$ cat config.mk
export PLATFORM = sky130hd
export DESIGN_NAME = scirq_top
export DESIGN_NICKNAME = d
export VERILOG_FILES = /design/src/hw/scirq_pkg.sv /design/src/hw/scirq_top.sv
export VERILOG_INCLUDE_DIRS = /design/src /design/src/hw
export SDC_FILE = /design/constraint.sdc
export NUM_CORES = 1
export LEC_CHECK = 0
export ABC_AREA = 1
export BUFFER_PORTS_ARGS = -buffer_cell sky130_fd_sc_hd__buf_4
export CORE_AREA = 5 5 116 118
export CTS_CLUSTER_DIAMETER = 60
export DETAILED_ROUTE_END_ITERATION = 6
export DIE_AREA = 0 0 121 123
export GPL_ROUTABILITY_DRIVEN = 0
export PLACE_DENSITY = 0.76
export SYNTH_ARGS = -nofsm -noshare
export SYNTH_HDL_FRONTEND = slang
export SYNTH_SLANG_ARGS = --single-unit
$ cat constraint.sdc
create_clock -name aclk -period 1.7 [get_ports aclk]
set_input_delay 0.17 -clock aclk [delete_from_list [all_inputs] [get_ports aclk]]
set_output_delay 0.17 -clock aclk [all_outputs]
set_load 0.05 [all_outputs]
$ cat src/hw/scirq_params.svh
// constants of the smartcard fault, event and card reset block
// assumes a single 20 MHz clock and an AXI4-Lite register port
// Contract
// - async mode: sequencer alone drives card reset
// - sync mode: slot 0 reset follows bit3 one cycle later, other slots sequencer
// - reset pin current limit never deactivates card
// - open-drain active-low request while anything pending
// - card insert/remove sets event7 and presence flag
// - event register read clears bits, releases request
// - presence flag cleared only by its status read
// - overcurrent sets slot bit4 and slot event
// - sticky slot flags cleared only by slot read
// - main supply low sets event2 and state1
// - supervisor and thermal state bits are live
// - over-temperature sets event3 and state2
// - early answer sets bit6 and slot event
// - late answer sets bit5 and slot event
// - sync activation done sets event1
// - supply ramp timeout sets bit0 and slot event
// - input pin change sets event0
// - after power-on, request with no event bits
// - functions unavailable until power-on sequence ends, one cycle before request raised
// - main undervoltage deactivates every card interface
// - io undervoltage deactivates all, power-off, no fault
`ifndef SCIRQ_PARAMS_SVH
`define SCIRQ_PARAMS_SVH
`define SCIRQ_IDX_UC_STATUS 8'h00
`define SCIRQ_IDX_SYNC_SET 8'h09
`define SCIRQ_IDX_S1_STATUS 8'h10
`define SCIRQ_IDX_S2_STATUS 8'h20
`define SCIRQ_IDX_S3_STATUS 8'h30
`define SCIRQ_IDX_EVENT 8'h41
`define SCIRQ_IDX_CTRL 8'h50
`define SCIRQ_BIT_RAMP 0
`define SCIRQ_BIT_SUPL 1
`define SCIRQ_BIT_PRES 2
`define SCIRQ_BIT_OTP 2
`define SCIRQ_BIT_SYNC_RST 3
`define SCIRQ_BIT_OVERCURRENT_FLAG 4
`define SCIRQ_BIT_MUTE 5
`define SCIRQ_BIT_EARLY 6
`define SCIRQ_EV_GPIO 0
`define SCIRQ_EV_SYNC 1
`define SCIRQ_EV_SUPL 2
`define SCIRQ_EV_OTP 3
`define SCIRQ_EV_UC 7
`define SCIRQ_RESET_BYTE 8'h00
`define SCIRQ_POR_DELAY_NS 1000
`define SCIRQ_CLK_NS 50
`define SCIRQ_POR_CYC ((`SCIRQ_POR_DELAY_NS + `SCIRQ_CLK_NS - 1) / `SCIRQ_CLK_NS)
`endif

$ cat src/hw/scirq_pkg.sv
// types of the smartcard fault and event block
// assumes the constants header is included alongside
package scirq_pkg;
    typedef logic [7:0] scirq_byte_t;
    typedef logic [3:0] scirq_slots_t;
    typedef enum logic [1:0] {
        SCIRQ_OFF,
        SCIRQ_RAMP,
        SCIRQ_READY
    } scirq_pwr_t;
endpackage

$ cat src/hw/scirq_top.sv
// fault/event flags, request pin and card reset control, behind AXI4-Lite
// assumes fault inputs are asynchronous pins; sequencer inputs share aclk
`timescale 1ns/10ps
`include "scirq_params.svh"
module scirq_top (
    input wire logic aclk,
    input wire logic aresetn,
    input wire logic [7:0] s_axi_awaddr,
    input wire logic s_axi_awvalid,
    output logic s_axi_awready,
    input wire logic [31:0] s_axi_wdata,
    input wire logic [3:0] s_axi_wstrb,
    input wire logic s_axi_wvalid,
    output logic s_axi_wready,
    output logic [1:0] s_axi_bresp,
    output logic s_axi_bvalid,
    input wire logic s_axi_bready,
    input wire logic [7:0] s_axi_araddr,
    input wire logic s_axi_arvalid,
    output logic s_axi_arready,
    output logic [31:0] s_axi_rdata,
    output logic [1:0] s_axi_rresp,
    output logic s_axi_rvalid,
    input wire logic s_axi_rready,
    input wire logic user_card_present,
    input wire scirq_pkg::scirq_slots_t slot_overcurrent,
    input wire logic main_supply_low,
    input wire logic io_supply_low,
    input wire logic over_temp,
    input wire logic [7:0] gpio_in,
    input wire scirq_pkg::scirq_slots_t atr_early,
    input wire scirq_pkg::scirq_slots_t atr_late,
    input wire scirq_pkg::scirq_slots_t ramp_timeout,
    input wire logic sync_act_done,
    input wire scirq_pkg::scirq_slots_t seq_rst,
    input wire scirq_pkg::scirq_slots_t rst_limit,
    output scirq_pkg::scirq_slots_t card_rst,
    output scirq_pkg::scirq_slots_t deactivate_all,
    output logic power_off,
    output logic functions_ready,
    output logic irq_o,
    output logic irq_oe
);
    import scirq_pkg::*;

    // three-stage synchronisers for pin inputs: index 0..7 gpio, 8 presence,
    // 9 main low, 10 io low, 11 over-temp, 12..15 overcurrent
    logic [15:0] pin_raw;
    logic [15:0] s1_r, s2_r, s3_r, pin_r;
    assign pin_raw = {slot_overcurrent, over_temp, io_supply_low, main_supply_low,
                      user_card_present, gpio_in};
    always_ff @(posedge aclk) begin
        if (!aresetn) begin
            s1_r <= 16'h0000;
            s2_r <= 16'h0000;
            s3_r <= 16'h0000;
        end else begin
            s1_r <= pin_raw;
            s2_r <= s1_r;
            s3_r <= s2_r;
        end
    end
    genvar gi;
    generate
        for (gi = 0; gi < 16; gi++) begin : g_filt
            always_ff @(posedge aclk) begin
                if (!aresetn) begin
                    pin_r[gi] <= 1'b0;
                end else if (s2_r[gi] == s3_r[gi]) begin
                    pin_r[gi] <= s3_r[gi];
                end
            end
        end
    endgenerate
    logic [15:0] pin_d_r;
    logic pin_prime_r;
    always_ff @(posedge aclk) begin
        if (!aresetn) begin
            pin_d_r <= 16'h0000;
            pin_prime_r <= 1'b0;
        end else begin
            pin_d_r <= pin_r;
            pin_prime_r <= 1'b1;
        end
    end
    logic [15:0] pin_rise, pin_chg;
    assign pin_chg = pin_prime_r ? (pin_r ^ pin_d_r) : 16'h0000;
    assign pin_rise = pin_chg & pin_r;

    // power-on sequencing
    scirq_pwr_t pwr_r;
    logic [7:0] por_cnt_r;
    logic por_req_r;
    logic io_low;
    assign io_low = pin_r[10];
    always_ff @(posedge aclk) begin
        if (!aresetn) begin
            pwr_r <= SCIRQ_OFF;
            por_cnt_r <= 8'h00;
        end else if (io_low) begin
            pwr_r <= SCIRQ_OFF;
            por_cnt_r <= 8'h00;
        end else begin
            unique case (pwr_r)
                SCIRQ_OFF: begin
                    pwr_r <= SCIRQ_RAMP;
                end
                SCIRQ_RAMP: begin
                    por_cnt_r <= por_cnt_r + 8'h01;
                    if (por_cnt_r == 8'(`SCIRQ_POR_CYC - 1)) begin
                        pwr_r <= SCIRQ_READY;
                    end
                end
                SCIRQ_READY: begin
                    pwr_r <= SCIRQ_READY;
                end
            endcase
        end
    end
    logic ready;
    assign ready = (pwr_r == SCIRQ_READY);
    assign power_off = (pwr_r == SCIRQ_OFF);
    assign functions_ready = ready;

    // bus slave
    logic aw_held_r, w_held_r;
    logic [7:0] aw_addr_r, rd_addr;
    logic [31:0] w_data_r;
    logic [3:0] w_strb_r;
    logic wr_fire, rd_fire;
    assign s_axi_awready = !aw_held_r && !s_axi_bvalid;
    assign s_axi_wready = !w_held_r && !s_axi_bvalid;
    assign s_axi_arready = !s_axi_rvalid;
    assign wr_fire = aw_held_r && w_held_r && !s_axi_bvalid;
    assign rd_fire = s_axi_arvalid && s_axi_arready;
    assign rd_addr = s_axi_araddr;
    always_ff @(posedge aclk) begin
        if (!aresetn) begin
            aw_held_r <= 1'b0;
            w_held_r <= 1'b0;
            aw_addr_r <= 8'h00;
            w_data_r <= 32'h00000000;
            w_strb_r <= 4'h0;
            s_axi_bvalid <= 1'b0;
        end else begin
            if (s_axi_awvalid && s_axi_awready) begin
                aw_held_r <= 1'b1;
                aw_addr_r <= s_axi_awaddr;
            end
            if (s_axi_wvalid && s_axi_wready) begin
                w_held_r <= 1'b1;
                w_data_r <= s_axi_wdata;
                w_strb_r <= s_axi_wstrb;
            end
            if (wr_fire) begin
                aw_held_r <= 1'b0;
                w_held_r <= 1'b0;
                s_axi_bvalid <= 1'b1;
            end else if (s_axi_bready) begin
                s_axi_bvalid <= 1'b0;
            end
        end
    end
    assign s_axi_bresp = 2'h0;
    assign s_axi_rresp = 2'h0;

    function automatic logic is_reg(input logic [7:0] a, input logic [7:0] idx);
        is_reg = (a[7:2] == idx[5:0]) && (a[1:0] == 2'h0);
    endfunction
    // byte address is four times the printed index
    function automatic logic hits(input logic [7:0] a, input logic [7:0] idx);
        hits = ({a[7:2], 2'h0} == {idx[5:0], 2'h0}) && (a[1:0] == 2'h0) && (idx[7:6] == 2'h0);
    endfunction

    logic [7:0] sync_set_r;
    logic [3:0] sync_mode_r;
    logic wr_sync, wr_ctrl;
    assign wr_sync = wr_fire && hits(aw_addr_r, `SCIRQ_IDX_SYNC_SET) && w_strb_r[0];
    assign wr_ctrl = wr_fire && is_reg(aw_addr_r, 8'h14) && w_strb_r[0];
    always_ff @(posedge aclk) begin
        if (!aresetn) begin
            sync_set_r <= `SCIRQ_RESET_BYTE;
            sync_mode_r <= 4'h0;
        end else begin
            if (wr_sync) begin
                sync_set_r <= w_data_r[7:0];
            end
            if (wr_ctrl) begin
                sync_mode_r <= w_data_r[3:0];
            end
        end
    end

    // read strobes that clear flags
    logic rd_event, rd_uc;
    logic [3:0] rd_slot;
    // four times the event index wraps on the 8-bit address bus
    assign rd_event = rd_fire && rd_addr == {6'(`SCIRQ_IDX_EVENT), 2'h0};
    assign rd_uc = rd_fire && rd_addr == 8'h00;
    assign rd_slot[0] = rd_uc;
    assign rd_slot[1] = rd_fire && rd_addr == 8'h40;
    assign rd_slot[2] = rd_fire && rd_addr == 8'h80;
    assign rd_slot[3] = rd_fire && rd_addr == 8'hc0;

    // per-slot sticky flags: ramp, overcurrent, late, early
    logic [3:0] ramp_r, overcurrent_flag_r, mute_r, early_r;
    logic pres_r;
    logic [3:0] oc_rise;
    assign oc_rise = ready ? pin_rise[15:12] : 4'h0;
    generate
        for (gi = 0; gi < 4; gi++) begin : g_slot
            always_ff @(posedge aclk) begin
                if (!aresetn) begin
                    ramp_r[gi] <= 1'b0;
                    overcurrent_flag_r[gi] <= 1'b0;
                    mute_r[gi] <= 1'b0;
                    early_r[gi] <= 1'b0;
                end else begin
                    // set wins over the clearing read
                    ramp_r[gi] <= (ready && ramp_timeout[gi]) || (ramp_r[gi] && !rd_slot[gi]);
                    overcurrent_flag_r[gi] <= oc_rise[gi] || (overcurrent_flag_r[gi] && !rd_slot[gi]);
                    mute_r[gi] <= (ready && atr_late[gi]) || (mute_r[gi] && !rd_slot[gi]);
                    early_r[gi] <= (ready && atr_early[gi]) || (early_r[gi] && !rd_slot[gi]);
                end
            end
        end
    endgenerate
    always_ff @(posedge aclk) begin
        if (!aresetn) begin
            pres_r <= 1'b0;
        end else begin
            pres_r <= (ready && pin_chg[8]) || (pres_r && !rd_uc);
        end
    end

    // event register bits
    logic [3:0] slot_ev;
    logic [7:0] ev_r, ev_set;
    logic por_pend_r;
    assign slot_ev = oc_rise | ((atr_early | atr_late | ramp_timeout) & {4{ready}});
    always_comb begin
        ev_set = 8'h00;
        ev_set[`SCIRQ_EV_UC] = slot_ev[0] || (ready && pin_chg[8]);
        ev_set[6:4] = slot_ev[3:1];
        ev_set[`SCIRQ_EV_OTP] = ready && pin_rise[11];
        ev_set[`SCIRQ_EV_SUPL] = ready && pin_rise[9];
        ev_set[`SCIRQ_EV_SYNC] = ready && sync_act_done;
        ev_set[`SCIRQ_EV_GPIO] = ready && (pin_chg[7:0] != 8'h00);
    end
    always_ff @(posedge aclk) begin
        if (!aresetn) begin
            ev_r <= 8'h00;
        end else begin
            ev_r <= ev_set | (rd_event ? 8'h00 : ev_r);
        end
    end
    logic ready_d_r;
    always_ff @(posedge aclk) begin
        if (!aresetn) begin
            ready_d_r <= 1'b0;
            por_pend_r <= 1'b0;
        end else begin
            ready_d_r <= ready;
            if (ready && !ready_d_r) begin
                por_pend_r <= 1'b1;
            end else if (rd_event) begin
                por_pend_r <= 1'b0;
            end
        end
    end

    // request pin: pull low while anything pending
    assign irq_o = 1'b0;
    assign irq_oe = (ev_r != 8'h00) || por_pend_r;

    // live state bits in the first secure-slot status register
    logic [7:0] s1_live;
    always_comb begin
        s1_live = 8'h00;
        s1_live[`SCIRQ_BIT_SUPL] = pin_r[9];
        s1_live[`SCIRQ_BIT_OTP] = pin_r[11];
    end
    function automatic logic [7:0] slot_byte(input int s);
        slot_byte = {1'b0, early_r[s], mute_r[s], overcurrent_flag_r[s], 3'h0, ramp_r[s]};
    endfunction

    always_ff @(posedge aclk) begin
        if (!aresetn) begin
            s_axi_rvalid <= 1'b0;
            s_axi_rdata <= 32'h00000000;
        end else if (rd_fire) begin
            s_axi_rvalid <= 1'b1;
            unique case (rd_addr)
                8'h00: s_axi_rdata <= {24'h0, slot_byte(0) | {5'h0, pres_r, 2'h0}};
                8'h24: s_axi_rdata <= {24'h0, sync_set_r};
                8'h40: s_axi_rdata <= {24'h0, slot_byte(1) | s1_live};
                8'h80: s_axi_rdata <= {24'h0, slot_byte(2)};
                8'hc0: s_axi_rdata <= {24'h0, slot_byte(3)};
                8'h04: s_axi_rdata <= {24'h0, ev_r};
                8'h50: s_axi_rdata <= {28'h0, sync_mode_r};
                default: s_axi_rdata <= 32'h00000000;
            endcase
        end else if (s_axi_rready) begin
            s_axi_rvalid <= 1'b0;
        end
    end

    // card reset pins and deactivation
    logic main_low;
    assign main_low = pin_r[9];
    generate
        for (gi = 0; gi < 4; gi++) begin : g_rst
            always_ff @(posedge aclk) begin
                if (!aresetn) begin
                    card_rst[gi] <= 1'b0;
                end else if (gi == 0 && sync_mode_r[0] && sync_mode_r[1]) begin
                    card_rst[gi] <= sync_set_r[`SCIRQ_BIT_SYNC_RST];
                end else begin
                    card_rst[gi] <= seq_rst[gi];
                end
            end
        end
    endgenerate
    // current limit on the reset pins stays analog: rst_limit deactivates nothing
    assign deactivate_all = {4{main_low || io_low || !ready}};

    property p_ev_clear;
        @(posedge aclk) disable iff (!aresetn)
        rd_event && ev_set == 8'h00 |=> ev_r == 8'h00;
    endproperty
    a_ev_clear: assert property (p_ev_clear) else $error("event not cleared");
    property p_irq;
        @(posedge aclk) disable iff (!aresetn)
        (ev_r != 8'h00) |-> irq_oe && !irq_o;
    endproperty
    a_irq: assert property (p_irq) else $error("request not low");
    property p_overcurrent_flag_sticky;
        @(posedge aclk) disable iff (!aresetn)
        overcurrent_flag_r[2] && !rd_slot[2] && rd_event |=> overcurrent_flag_r[2];
    endproperty
    a_overcurrent_flag_sticky: assert property (p_overcurrent_flag_sticky) else $error("overcurrent lost");
    property p_pres;
        @(posedge aclk) disable iff (!aresetn)
        pres_r && rd_event && !rd_uc |=> pres_r;
    endproperty
    a_pres: assert property (p_pres) else $error("presence lost");
    property p_oc;
        @(posedge aclk) disable iff (!aresetn)
        oc_rise[1] |=> overcurrent_flag_r[1] && ev_r[4];
    endproperty
    a_oc: assert property (p_oc) else $error("overcurrent not flagged");
    property p_live;
        @(posedge aclk) disable iff (!aresetn)
        rd_fire && rd_addr == 8'h40 |=> s_axi_rdata[`SCIRQ_BIT_SUPL] == $past(pin_r[9]);
    endproperty
    a_live: assert property (p_live) else $error("supply state stuck");
    property p_por;
        @(posedge aclk) disable iff (!aresetn)
        ready && !ready_d_r && !io_low |=> irq_oe;
    endproperty
    a_por: assert property (p_por) else $error("power-on request missing");
    property p_deact;
        @(posedge aclk) disable iff (!aresetn)
        io_low |=> power_off && deactivate_all == 4'hf;
    endproperty
    a_deact: assert property (p_deact) else $error("io low not handled");
    property p_sync_rst;
        @(posedge aclk) disable iff (!aresetn)
        sync_mode_r[1:0] == 2'h3 |=> card_rst[0] == $past(sync_set_r[3]);
    endproperty
    a_sync_rst: assert property (p_sync_rst) else $error("sync reset wrong");
    c_write: cover property (@(posedge aclk) disable iff (!aresetn) wr_fire);
    c_evrd: cover property (@(posedge aclk) disable iff (!aresetn) rd_event && ev_r != 8'h00);
    c_por: cover property (@(posedge aclk) disable iff (!aresetn) ready && !ready_d_r);
    c_sync: cover property (@(posedge aclk) disable iff (!aresetn) sync_mode_r[1:0] == 2'h3);
endmodule

==> key figures, run 1 <==
GRT
  – GR Overflow Total: 0
  – Largest net degree at the start of global routing: 75
  – Initial antenna violation count: 0
  – GRT Total Usage: 0.185
  – First-pass GRT wire length: 21,900 um
  – Number of global-route vias before repair: 4,840

Critical path
  – Worst path required time: 1.53 ns
  – Crit end category: output port
  – Critical path type: reg2out
  – Critical Path AT: 1.48 ns
  – Critical Path Start Type: register
  – R2r setup slk: 0.25 ns
  – Crit Path Max Fanout: 11

Die
  – Die Width: 121 um
  – Initial core utilization: 0.510
  – Die height: 123 um
  – IO Pins: 149
  – Row count: 41
  – DIE AREA: 0.0149 mm2
  – Core box area: 0.0124 mm2

Timing
  – Fmax: 0.605 GHz
  – Max Slew Vio Count: 0
  – Clock Skew: 0.00583 ns
  – Post-route setup slack: 0.0467 ns
  – Setup tns final: 0 ns
  – Final Hold Viols: 0
  – Setup-failing EPs final: 0
  – Crit share post-route: 0.973
  – Fin crit period: 1.65 ns

Finish
  – Post-route design area: 0.00804 mm2
  – Share of cells above drive strength 1: 0.178
  – Fill cells: 1,026
  – Antenna diode count: 0
  – Final nets: 1,017
  – Area growth syn-to-layout: 27.4%
  – Finished Layout Cells: 1,102

Route
  – Vias/cell: 4.63
  – TritonRoute pass-1 iters: 5
  – Final ANT Viol Nets: 0
  – Routed WL: 13,100 um
  – Routed len/inst: 11.9 um
  – DRC Markers: 0
  – Vias post-DR: 5,103
  – Starting DRT DRC Count: 411

Clocking
  – Num CTS Buffers: 17
  – Number of clock sinks: 162
  – Later-pin clock latency in the skew report: 0.42 ns
  – Postcts setup bufs: 0
  – Htree depth: 4
  – Worst-case clock buffer depth: 2
  – CTS clk-pin slew, worst paths: 0.06 ns
  – Clock root cell: clkbuf_16
  – CTS tree: done

Status
  – Status: complete, no violations

Synthesis
  – Netlist cell types: 41
  – Cells after Synth: 797
  – Synth top area share: 0.514
  – Sequential element share of the synthesized area: 0.514
  – Yosys reg bits: 162
  – Post-Syn Area: 0.00631 mm2
  – Most common cell in the netlist: dfxtp_1
  – Post-synth EDFFs: 0
  – Area leader, netlist: dfxtp_1
  – Async SR Flop Fraction: 0
  – Warnings, synthesis: 0
  – Post-Syn Area per Cell: 7.91 um2
  – Cells taking the most area after synthesis: dfxtp_1, nand2_1, inv_1, nor2_1, a21oi_1
  – Main synth FF type: dfxtp_1
  – Post-synth top cells: dfxtp_1, nand2_1, inv_1, nor2_1, a21oi_1

Hold path
  – Worst hold-check path type: in2reg

Placement
  – Placed cells: 1,042
  – Placed cell areas: 0.00704 mm2
  – Post-place setup slack: 0.298 ns
  – Post-DP HPWL: 9000 um
  – Port buffer count: 88

Pwr
  – Design Power: 10.3 mW
  – Power per Cell Area: 1280 mW/mm2
  – Worst VDD drop: 0.856 mV
  – P_leak: 4.14 nW

Job
  – Max-capacitance violation count: 0
report_power, final:
group          switching, mW  total [mW]  internal, mW
clock network           1.47        4.19          2.73
logic                   1.18        1.84         0.661
registers              0.176        4.25          4.07
total                   2.82        10.3          7.46
routing by layer:
metal | global-route usage | vias to the layer above | part of all wire | routed length (um)
met1 | 0.220 | 2286 | 0.44 | 5740
li1 | - | 2674 | - | -
met4 | 0.0836 | 0 | 0.027 | 359
met2 | 0.312 | 117 | 0.49 | 6420
met3 | 0.0544 | 26 | 0.047 | 621
met5 | 0 | - | 0 | 0
path summary, 6_finish.rpt:
kind	endpoint	start	cells past startpoint
max	deactivate_all[3]	pwr_r[0]$_SDFFE_PP0P_	5
min	w_data_r[3]$_SDFFE_PN0P_	s_axi_wdata[3]	3
max reg2reg	por_cnt_r[7]$_SDFFE_PP0N_	pwr_r[1]$_SDFFE_PP0P_	9
min reg2reg	s2_r[14]$_SDFF_PN0_	s1_r[14]$_SDFF_PN0_	2
kinds of logic (layout without fill, tap and decap cells):
group	count (synthesis)	in the layout	share of synthesized area
flops	162	162	0.514
compound gates	135	135	0.125
xor+xnor	8	8	0.0111
buf+inv	185	290	0.134
fa+ha+maj	4	4	0.00794
other cells	1	29	0.000595
simple gates	302	302	0.207
state kept, by name (all words and copies together), names as in the netlist, 2 cells and up:
name / cells
card_rst: 4
s3_r: 16
aw_addr_r: 8
por_cnt_r: 8
pin_d_r: 15
ev_r: 8
s2_r: 16
s1_r: 16
early_r: 4
s_axi_rdata: 8
overcurrent_flag_r: 4
w_data_r: 8
ramp_r: 4
sync_mode_r: 4
pin_r: 14
pwr_r: 2
mute_r: 4
sync_set_r: 8
placed cells by master, fill, tap and decap left out, drive strengths merged:
master         n
nor2          92
buf           99
nor3           8
conb          29
o32ai          3
a32o           5
nor4           3
clkinv         5
xor2           4
inv          129
o31ai          2
nor3b          1
xnor2          4
clkinvlp       4
nand3         37
a31oi          1
a22oi          2
clkbuf        20
o21a           1
nand2        156
o211ai         1
dfxtp        162
a311oi         1
a41oi          3
dlygate4sd3   28
nand3b         3
bufinv         5
o21ai         45
nand4          2
ha             4
a21oi         56
o21bai        15
critical path, cell delays in order (launching register included):
cell	delay, ns
dfxtp_2	0.33
inv_1	0.08
ha_2	0.18
buf_4	0.19
nand2_4	0.11
buf_8	0.18
area by class of cell:
cell class | instances | area, um2 | area share
multi-input combinational | 478 | 2340 | 0.291
clock buffer | 20 | 467 | 0.0581
inverter | 131 | 495 | 0.0617
clock inverter | 12 | 204 | 0.0254
tap | 172 | 215 | 0.0268
sequential | 162 | 3250 | 0.404
timing repair buffer | 127 | 1070 | 0.133
per-stage QoR:
step	hold slack, ns	utilization
final	0.0120	0.650
after global routing	0.00751	0.650
after CTS	0.00104	0.646
after detailed placement	0.353	0.570
after global placement	0.350	0.570
after floorplan	0.198	-
repair_timing:
action,CTS,global route
endpoints found under the hold margin,28,0
hold buffers,28,0
resized for setup,0,11
setup endpoints to repair,0,5
Power figures use the tool's default switching activity.
==> run 2: changes to the inputs <==
GPL_ROUTABILITY_DRIVEN = 1   (was 0)
PLACE_DENSITY = 0.83   (was 0.76)
==> key figures, run 2 (same netlist as run 1, synthesis figures left out) <==
Status
  – Status: complete, no violations

Die
  – DIE AREA: 0.0149 mm2 (unchanged)
  – Core box area: 0.0124 mm2 (unchanged)
  – Row count: 41 (unchanged)
  – Initial core utilization: 0.510 (unchanged)
  – Die height: 123 um (unchanged)
  – Die Width: 121 um (unchanged)
  – IO Pins: 149 (unchanged)

Critical path
  – Top cell by count, worst path: buf_6
  – Crit end category: output port
  – Reg2reg end: por_cnt_r[7]$_SDFFE_PP0N_
  – Highest cell delay on the worst timing path: 0.34 ns (about the same)
  – R2r setup slk: 0.14 ns (-0.11 ns)
  – Critical path type: reg2out
  – Worst path cell trace: inv_1 -> ha_2 -> buf_6 -> nand2_4 -> buf_6
  – Critical Path AT: 1.45 ns (-0.03 ns)
  – Worst path required time: 1.53 ns (about the same)
  – Crit Path Max Fanout: 11 (unchanged)
  – CP max stage cell: dfxtp_2
  – R2R cell count: 9 (unchanged)
  – Reg2reg start: pwr_r[1]$_SDFFE_PP0P_
  – Critical Path Start Type: register

Pwr
  – Worst VDD drop: 0.753 mV (-12%)
  – P_leak: 4.08 nW (-1.5%)
  – Power per Cell Area: 1200 mW/mm2 (-6.5%)

Timing
  – RSZ-0062 raised after global routing: false
  – Max Slew Vio Count: 0 (unchanged)
  – Post-route setup slack: 0.0770 ns (+0.0302 ns)
  – Crit share post-route: 0.955 (-0.0178)
  – Clock Skew: 0.00596 ns (+0.000128 ns)
  – Setup-failing EPs final: 0 (unchanged)
  – Final Hold Viols: 0 (unchanged)
  – Fin crit period: 1.62 ns (-0.0302 ns)
  – Fmax: 0.616 GHz (+1.9%)

GRT
  – GR Overflow Total: 0 (unchanged)
  – First-pass GRT wire length: 22,200 um (+1.7%)
  – GRT Total Usage: 0.189 (+0.00340)
  – Largest net degree at the start of global routing: 32 (-57%)
  – Initial antenna violation count: 0 (unchanged)
  – Number of global-route vias before repair: 4,940 (+2.1%)

Finish
  – Final nets: 1,020 (+0.29%)
  – Share of cells above drive strength 1: 0.174 (-0.00486)
  – Antenna diode count: 0 (unchanged)
  – Share of the core filled with cells: 0.641 (-0.00931)
  – Fill cells: 1,054 (+2.7%)
  – Largest regs: s1_r (16), s2_r (16), s3_r (16)
  – Most frequent cells in the layout: dfxtp_1, nand2_1, inv_1
  – Commonest non-fill, non-tap cell in the layout: dfxtp_1
  – Area growth syn-to-layout: 25.6%

Hold path
  – Worst Hold End: aw_addr_r[1]$_SDFFE_PN0P_
  – Worst hold-check path type: in2reg
  – Worst hold path startpoint: s_axi_awaddr[1]
  – Hold path cells: 3 (unchanged)

Route
  – DRC Markers: 0 (unchanged)
  – Routed len/inst: 12.3 um (+3.2%)
  – Final ANT Viol Nets: 0 (unchanged)
  – Vias post-DR: 5,169 (+1.3%)
  – Routed WL: 13,600 um (+3.5%)
  – TritonRoute pass-1 iters: 5 (unchanged)
  – Vias/cell: 4.68 (+1.0%)
  – Starting DRT DRC Count: 338 (-18%)

Placement
  – Post-DP HPWL: 9320 um (+3.6%)
  – Post-place setup slack: 0.0811 ns (-0.217 ns)
  – Routability cong.: 0.922
  – Port buffer count: 88 (unchanged)

Clocking
  – Number of clock sinks: 162 (unchanged)
  – Clock root cell: clkbuf_16
  – Later-pin clock latency in the skew report: 0.41 ns (about the same)
  – Worst-case clock buffer depth: 2 (unchanged)
  – Htree depth: 4 (unchanged)
  – Num CTS Buffers: 17 (unchanged)
  – CTS clk-pin slew, worst paths: 0.06 ns (about the same)
  – CTS tree: done

Job
  – Max-capacitance violation count: 0 (unchanged)
-- run 2: how the worst max path moves through the flow --
stage / endpoint / slack, ns / cells after the start / from
finish: deactivate_all[2] / 0.08 / 5 / pwr_r[0]$_SDFFE_PP0P_
global route: deactivate_all[2] / 0.003 / 5 / pwr_r[0]$_SDFFE_PP0P_
CTS: deactivate_all[0] / -0.02 / 5 / pwr_r[0]$_SDFFE_PP0P_
detailed placement: por_cnt_r[7]$_SDFFE_PP0N_ / 0.08 / 9 / pwr_r[1]$_SDFFE_PP0P_
global placement: por_cnt_r[7]$_SDFFE_PP0N_ / 0.20 / 9 / pwr_r[1]$_SDFFE_PP0P_
floorplan: aw_addr_r[5]$_SDFFE_PN0P_ / 0.01 / 5 / s_axi_bvalid$_SDFFE_PN0P_
-- run 2: through the flow --
step	power (mW)	TNS (ns)	std cells	instance area [um2]	hold slack, ns
after CTS	9.44	-0.0714	1105	7880	0.00151
final	9.47	0	1105	7920	0.00879
after detailed placement	6.00	0	1042	7040	0.355
after global placement	5.96	0	1042	7040	0.352
after global routing	9.90	0	1105	7920	0.00778
after floorplan	5.58	0	825	6430	0.198
-- run 2: timing repair --
action / 4_1_cts / 5_1_grt
resized for setup: 0 / 11
endpoints found under the hold margin: 31 / 0
pin swaps: 0 / 0
hold buffers: 31 / 0
endpoints found under the setup margin: 4 / 6
buffers inserted: 0 / 0
-- run 2: layout make-up --
| type | count | area (um2) | share of cell area |
|---|---|---|---|
| clock inverter | 8 | 55.1 | 0.00695 |
| timing repair buffer | 130 | 1090 | 0.138 |
| sequential | 162 | 3250 | 0.410 |
| clock buffer | 24 | 472 | 0.0596 |
| multi-input combinational | 478 | 2340 | 0.296 |
| inverter | 131 | 495 | 0.0626 |
| tap | 172 | 215 | 0.0272 |
-- run 2: report_power, final --
group / switching [mW] / leakage, nW / internal (mW)
sequential: 0.180 / 1.32 / 4.07
combinational: 1.19 / 2.50 / 0.652
clock: 1.44 / 0.251 / 1.94
total: 2.80 / 4.08 / 6.67
-- run 2: worst max-delay path: cells and delay by family, from the launching register on --
family | cells | cell delay, ns
flip-flops | 1 | 0.34
adder cells (fa/ha/maj) | 1 | 0.20
AND/OR/NAND/NOR | 1 | 0.12
buffers and inverters | 3 | 0.38
-- run 2: metal layers --
layer  share of wire  up-vias  track usage
met5               0        -            0
met4           0.025        0       0.0850
met3           0.049       29       0.0494
met2            0.51      118        0.326
met1            0.42     2342        0.220
li1                -     2680            -
==> run 3: changes to the inputs <==
==> constraint.sdc (replaced) <==
create_clock -name aclk -period 1.7 [get_ports aclk]
set_input_delay 0.17 -clock aclk [delete_from_list [all_inputs] [get_ports aclk]]
set_output_delay 0.17 -clock aclk [all_outputs]
set_load 0.005 [all_outputs]
==> key figures, run 3 (same netlist as run 1, synthesis figures left out) <==
Clocking
  – Worst-case clock buffer depth: 2 (unchanged)
  – Later-pin clock latency in the skew report: 0.42 ns (about the same)
  – CTS clk-pin slew, worst paths: 0.06 ns (about the same)
  – CTS tree: done
  – Clock root cell: clkbuf_16
  – Htree depth: 4 (unchanged)
  – Postcts setup bufs: 0 (unchanged)
  – Number of clock sinks: 162 (unchanged)
  – Num CTS Buffers: 17 (unchanged)

Pwr
  – Worst VDD drop: 0.588 mV (-22%)
  – Design Power: 9.27 mW (-2.2%)
  – Power per Cell Area: 1170 mW/mm2 (-2.0%)
  – P_leak: 4.08 nW (+0.16%)

Critical path
  – Crit end category: output port
  – CP max stage cell: nor4_1
  – Critical Path Start Type: register
  – Critical path type: reg2out
  – Top cell family by delay on the critical path: simple AND/OR/NAND/NOR gates
  – Bufs and invs on worst path: 1 (-2)
  – Crit Path Max Fanout: 3 (-8)
  – Critical Path AT: 1.44 ns (about the same)
  – Highest cell delay on the worst timing path: 0.35 ns (about the same)
  – Worst path cell trace: nor4_1 -> nand3_1 -> buf_4
  – Worst path required time: 1.53 ns (about the same)

Route
  – DRC Markers: 0 (unchanged)
  – Max Used Layer: met4
  – Met3 routed WL: 701 um (+4.5%)
  – Routed WL: 12,900 um (-4.8%)
  – Vias post-DR: 5,126 (-0.83%)
  – Met2 WL: 6480 um (-5.7%)
  – TritonRoute pass-1 iters: 5 (unchanged)
  – Vias/cell: 4.66 (-0.29%)
  – Starting DRT DRC Count: 293 (-13%)
  – Final ANT Viol Nets: 0 (unchanged)
  – Met1 wire length: 5520 um (-3.3%)
  – Routed len/inst: 11.8 um (-4.2%)

Timing
  – Max Slew Vio Count: 0 (unchanged)
  – Final Hold Viols: 0 (unchanged)
  – Setup tns final: 0 ns (unchanged)
  – Clock Skew: 0.00747 ns (+0.00151 ns)
  – Setup-failing EPs final: 0 (unchanged)
  – Fmax: 0.621 GHz (+0.86%)
  – Min Hold Slack: 0.0110 ns (+0.00218 ns)
  – Post-route setup slack: 0.0907 ns (+0.0138 ns)
  – RSZ-0062 raised after global routing: false
  – Crit share post-route: 0.947 (-0.00810)
  – Fin crit period: 1.61 ns (-0.0138 ns)

Job
  – Max-capacitance violation count: 0 (unchanged)

Status
  – Status: complete, no violations

Die
  – Die height: 123 um (unchanged)
  – IO Pins: 149 (unchanged)
  – Initial core utilization: 0.510 (unchanged)
  – DIE AREA: 0.0149 mm2 (unchanged)
  – Core box area: 0.0124 mm2 (unchanged)
  – Die Width: 121 um (unchanged)
  – Row count: 41 (unchanged)

GRT
  – Largest net degree at the start of global routing: 68 (+110%)
  – Initial antenna violation count: 0 (unchanged)
  – GRT Total Usage: 0.182 (-0.00676)
  – First-pass GRT wire length: 21,600 um (-2.8%)
  – GR Overflow Total: 0 (unchanged)
  – Number of global-route vias before repair: 4,856 (-1.7%)

Finish
  – Fill cells: 1,030 (-2.3%)
  – Final nets: 1,016 (-0.39%)
  – Post-route design area: 0.00791 mm2 (-0.16%)
  – Share of the core filled with cells: 0.640 (-0.00101)
  – Largest regs: s1_r (16), s2_r (16), s3_r (16)
  – Antenna diode count: 0 (unchanged)
  – Most frequent cells in the layout: dfxtp_1, nand2_1, inv_1
  – Finished Layout Cells: 1,099 (-0.54%)
  – Commonest non-fill, non-tap cell in the layout: dfxtp_1
  – Area growth syn-to-layout: 25.4%
  – Share of cells above drive strength 1: 0.168 (-0.00535)

Placement
  – Placed cell areas: 0.00701 mm2 (-0.43%)
  – Post-place setup slack: 0.176 ns (+0.0951 ns)
  – Port buffer count: 88 (unchanged)
  – Routability cong.: 0.913 (-0.93%)
  – Post-DP HPWL: 9050 um (-3.0%)
  – Placed cells: 1,040 (-0.19%)

Hold path
  – Worst hold-check path type: in2reg
## run 3: per-layer routing
layer,vias to the layer above,track usage
met5,-,0
met4,0,0.0779
met3,26,0.0544
met2,137,0.318
met1,2288,0.207
li1,2675,-
## run 3: cell type report
| cell class | count | area [um2] | share of cell area |
|---|---|---|---|
| well taps | 172 | 215 | 0.0272 |
| clock inverters | 11 | 153 | 0.0193 |
| inverters | 131 | 492 | 0.0622 |
| multi-input cells | 478 | 2330 | 0.294 |
| repair buffers | 126 | 1030 | 0.131 |
| flip-flops and latches | 162 | 3240 | 0.410 |
| clock buffers | 19 | 443 | 0.0560 |
## run 3: where the power goes
| part | internal, mW | leakage (nW) | switching, mW |
|---|---|---|---|
| sequential | 4.07 | 1.32 | 0.163 |
| combinational | 0.576 | 2.48 | 0.643 |
| clock | 2.34 | 0.282 | 1.47 |
| total | 6.99 | 4.08 | 2.28 |
## run 3: repair_timing
item | CTS | global route
hold buffers | 29 | 0
gates resized for setup | 0 | 4
setup endpoints to repair | 0 | 5
endpoints found under the hold margin | 29 | 0
## run 3: path summary, 6_finish.rpt
path	from	endpoint	slack [ns]	cells past startpoint
worst max-delay path	ev_r[7]$_SDFF_PN0_	irq_oe	0.09	3
worst max register to register	pwr_r[1]$_SDFFE_PP0P_	por_cnt_r[7]$_SDFFE_PP0N_	0.23	9
worst min-delay path	s_axi_awaddr[4]	aw_addr_r[4]$_SDFFE_PN0P_	0.01	3
worst min register to register	s1_r[14]$_SDFF_PN0_	s2_r[14]$_SDFF_PN0_	0.41	2
## run 3: tightest hold or removal path: cells and delay by family
family | cells | cell delay, ns
AO/OA/AOI/OAI | 1 | 0.07
AND/OR/NAND/NOR | 1 | 0.08
buffers and inverters | 1 | 0.08
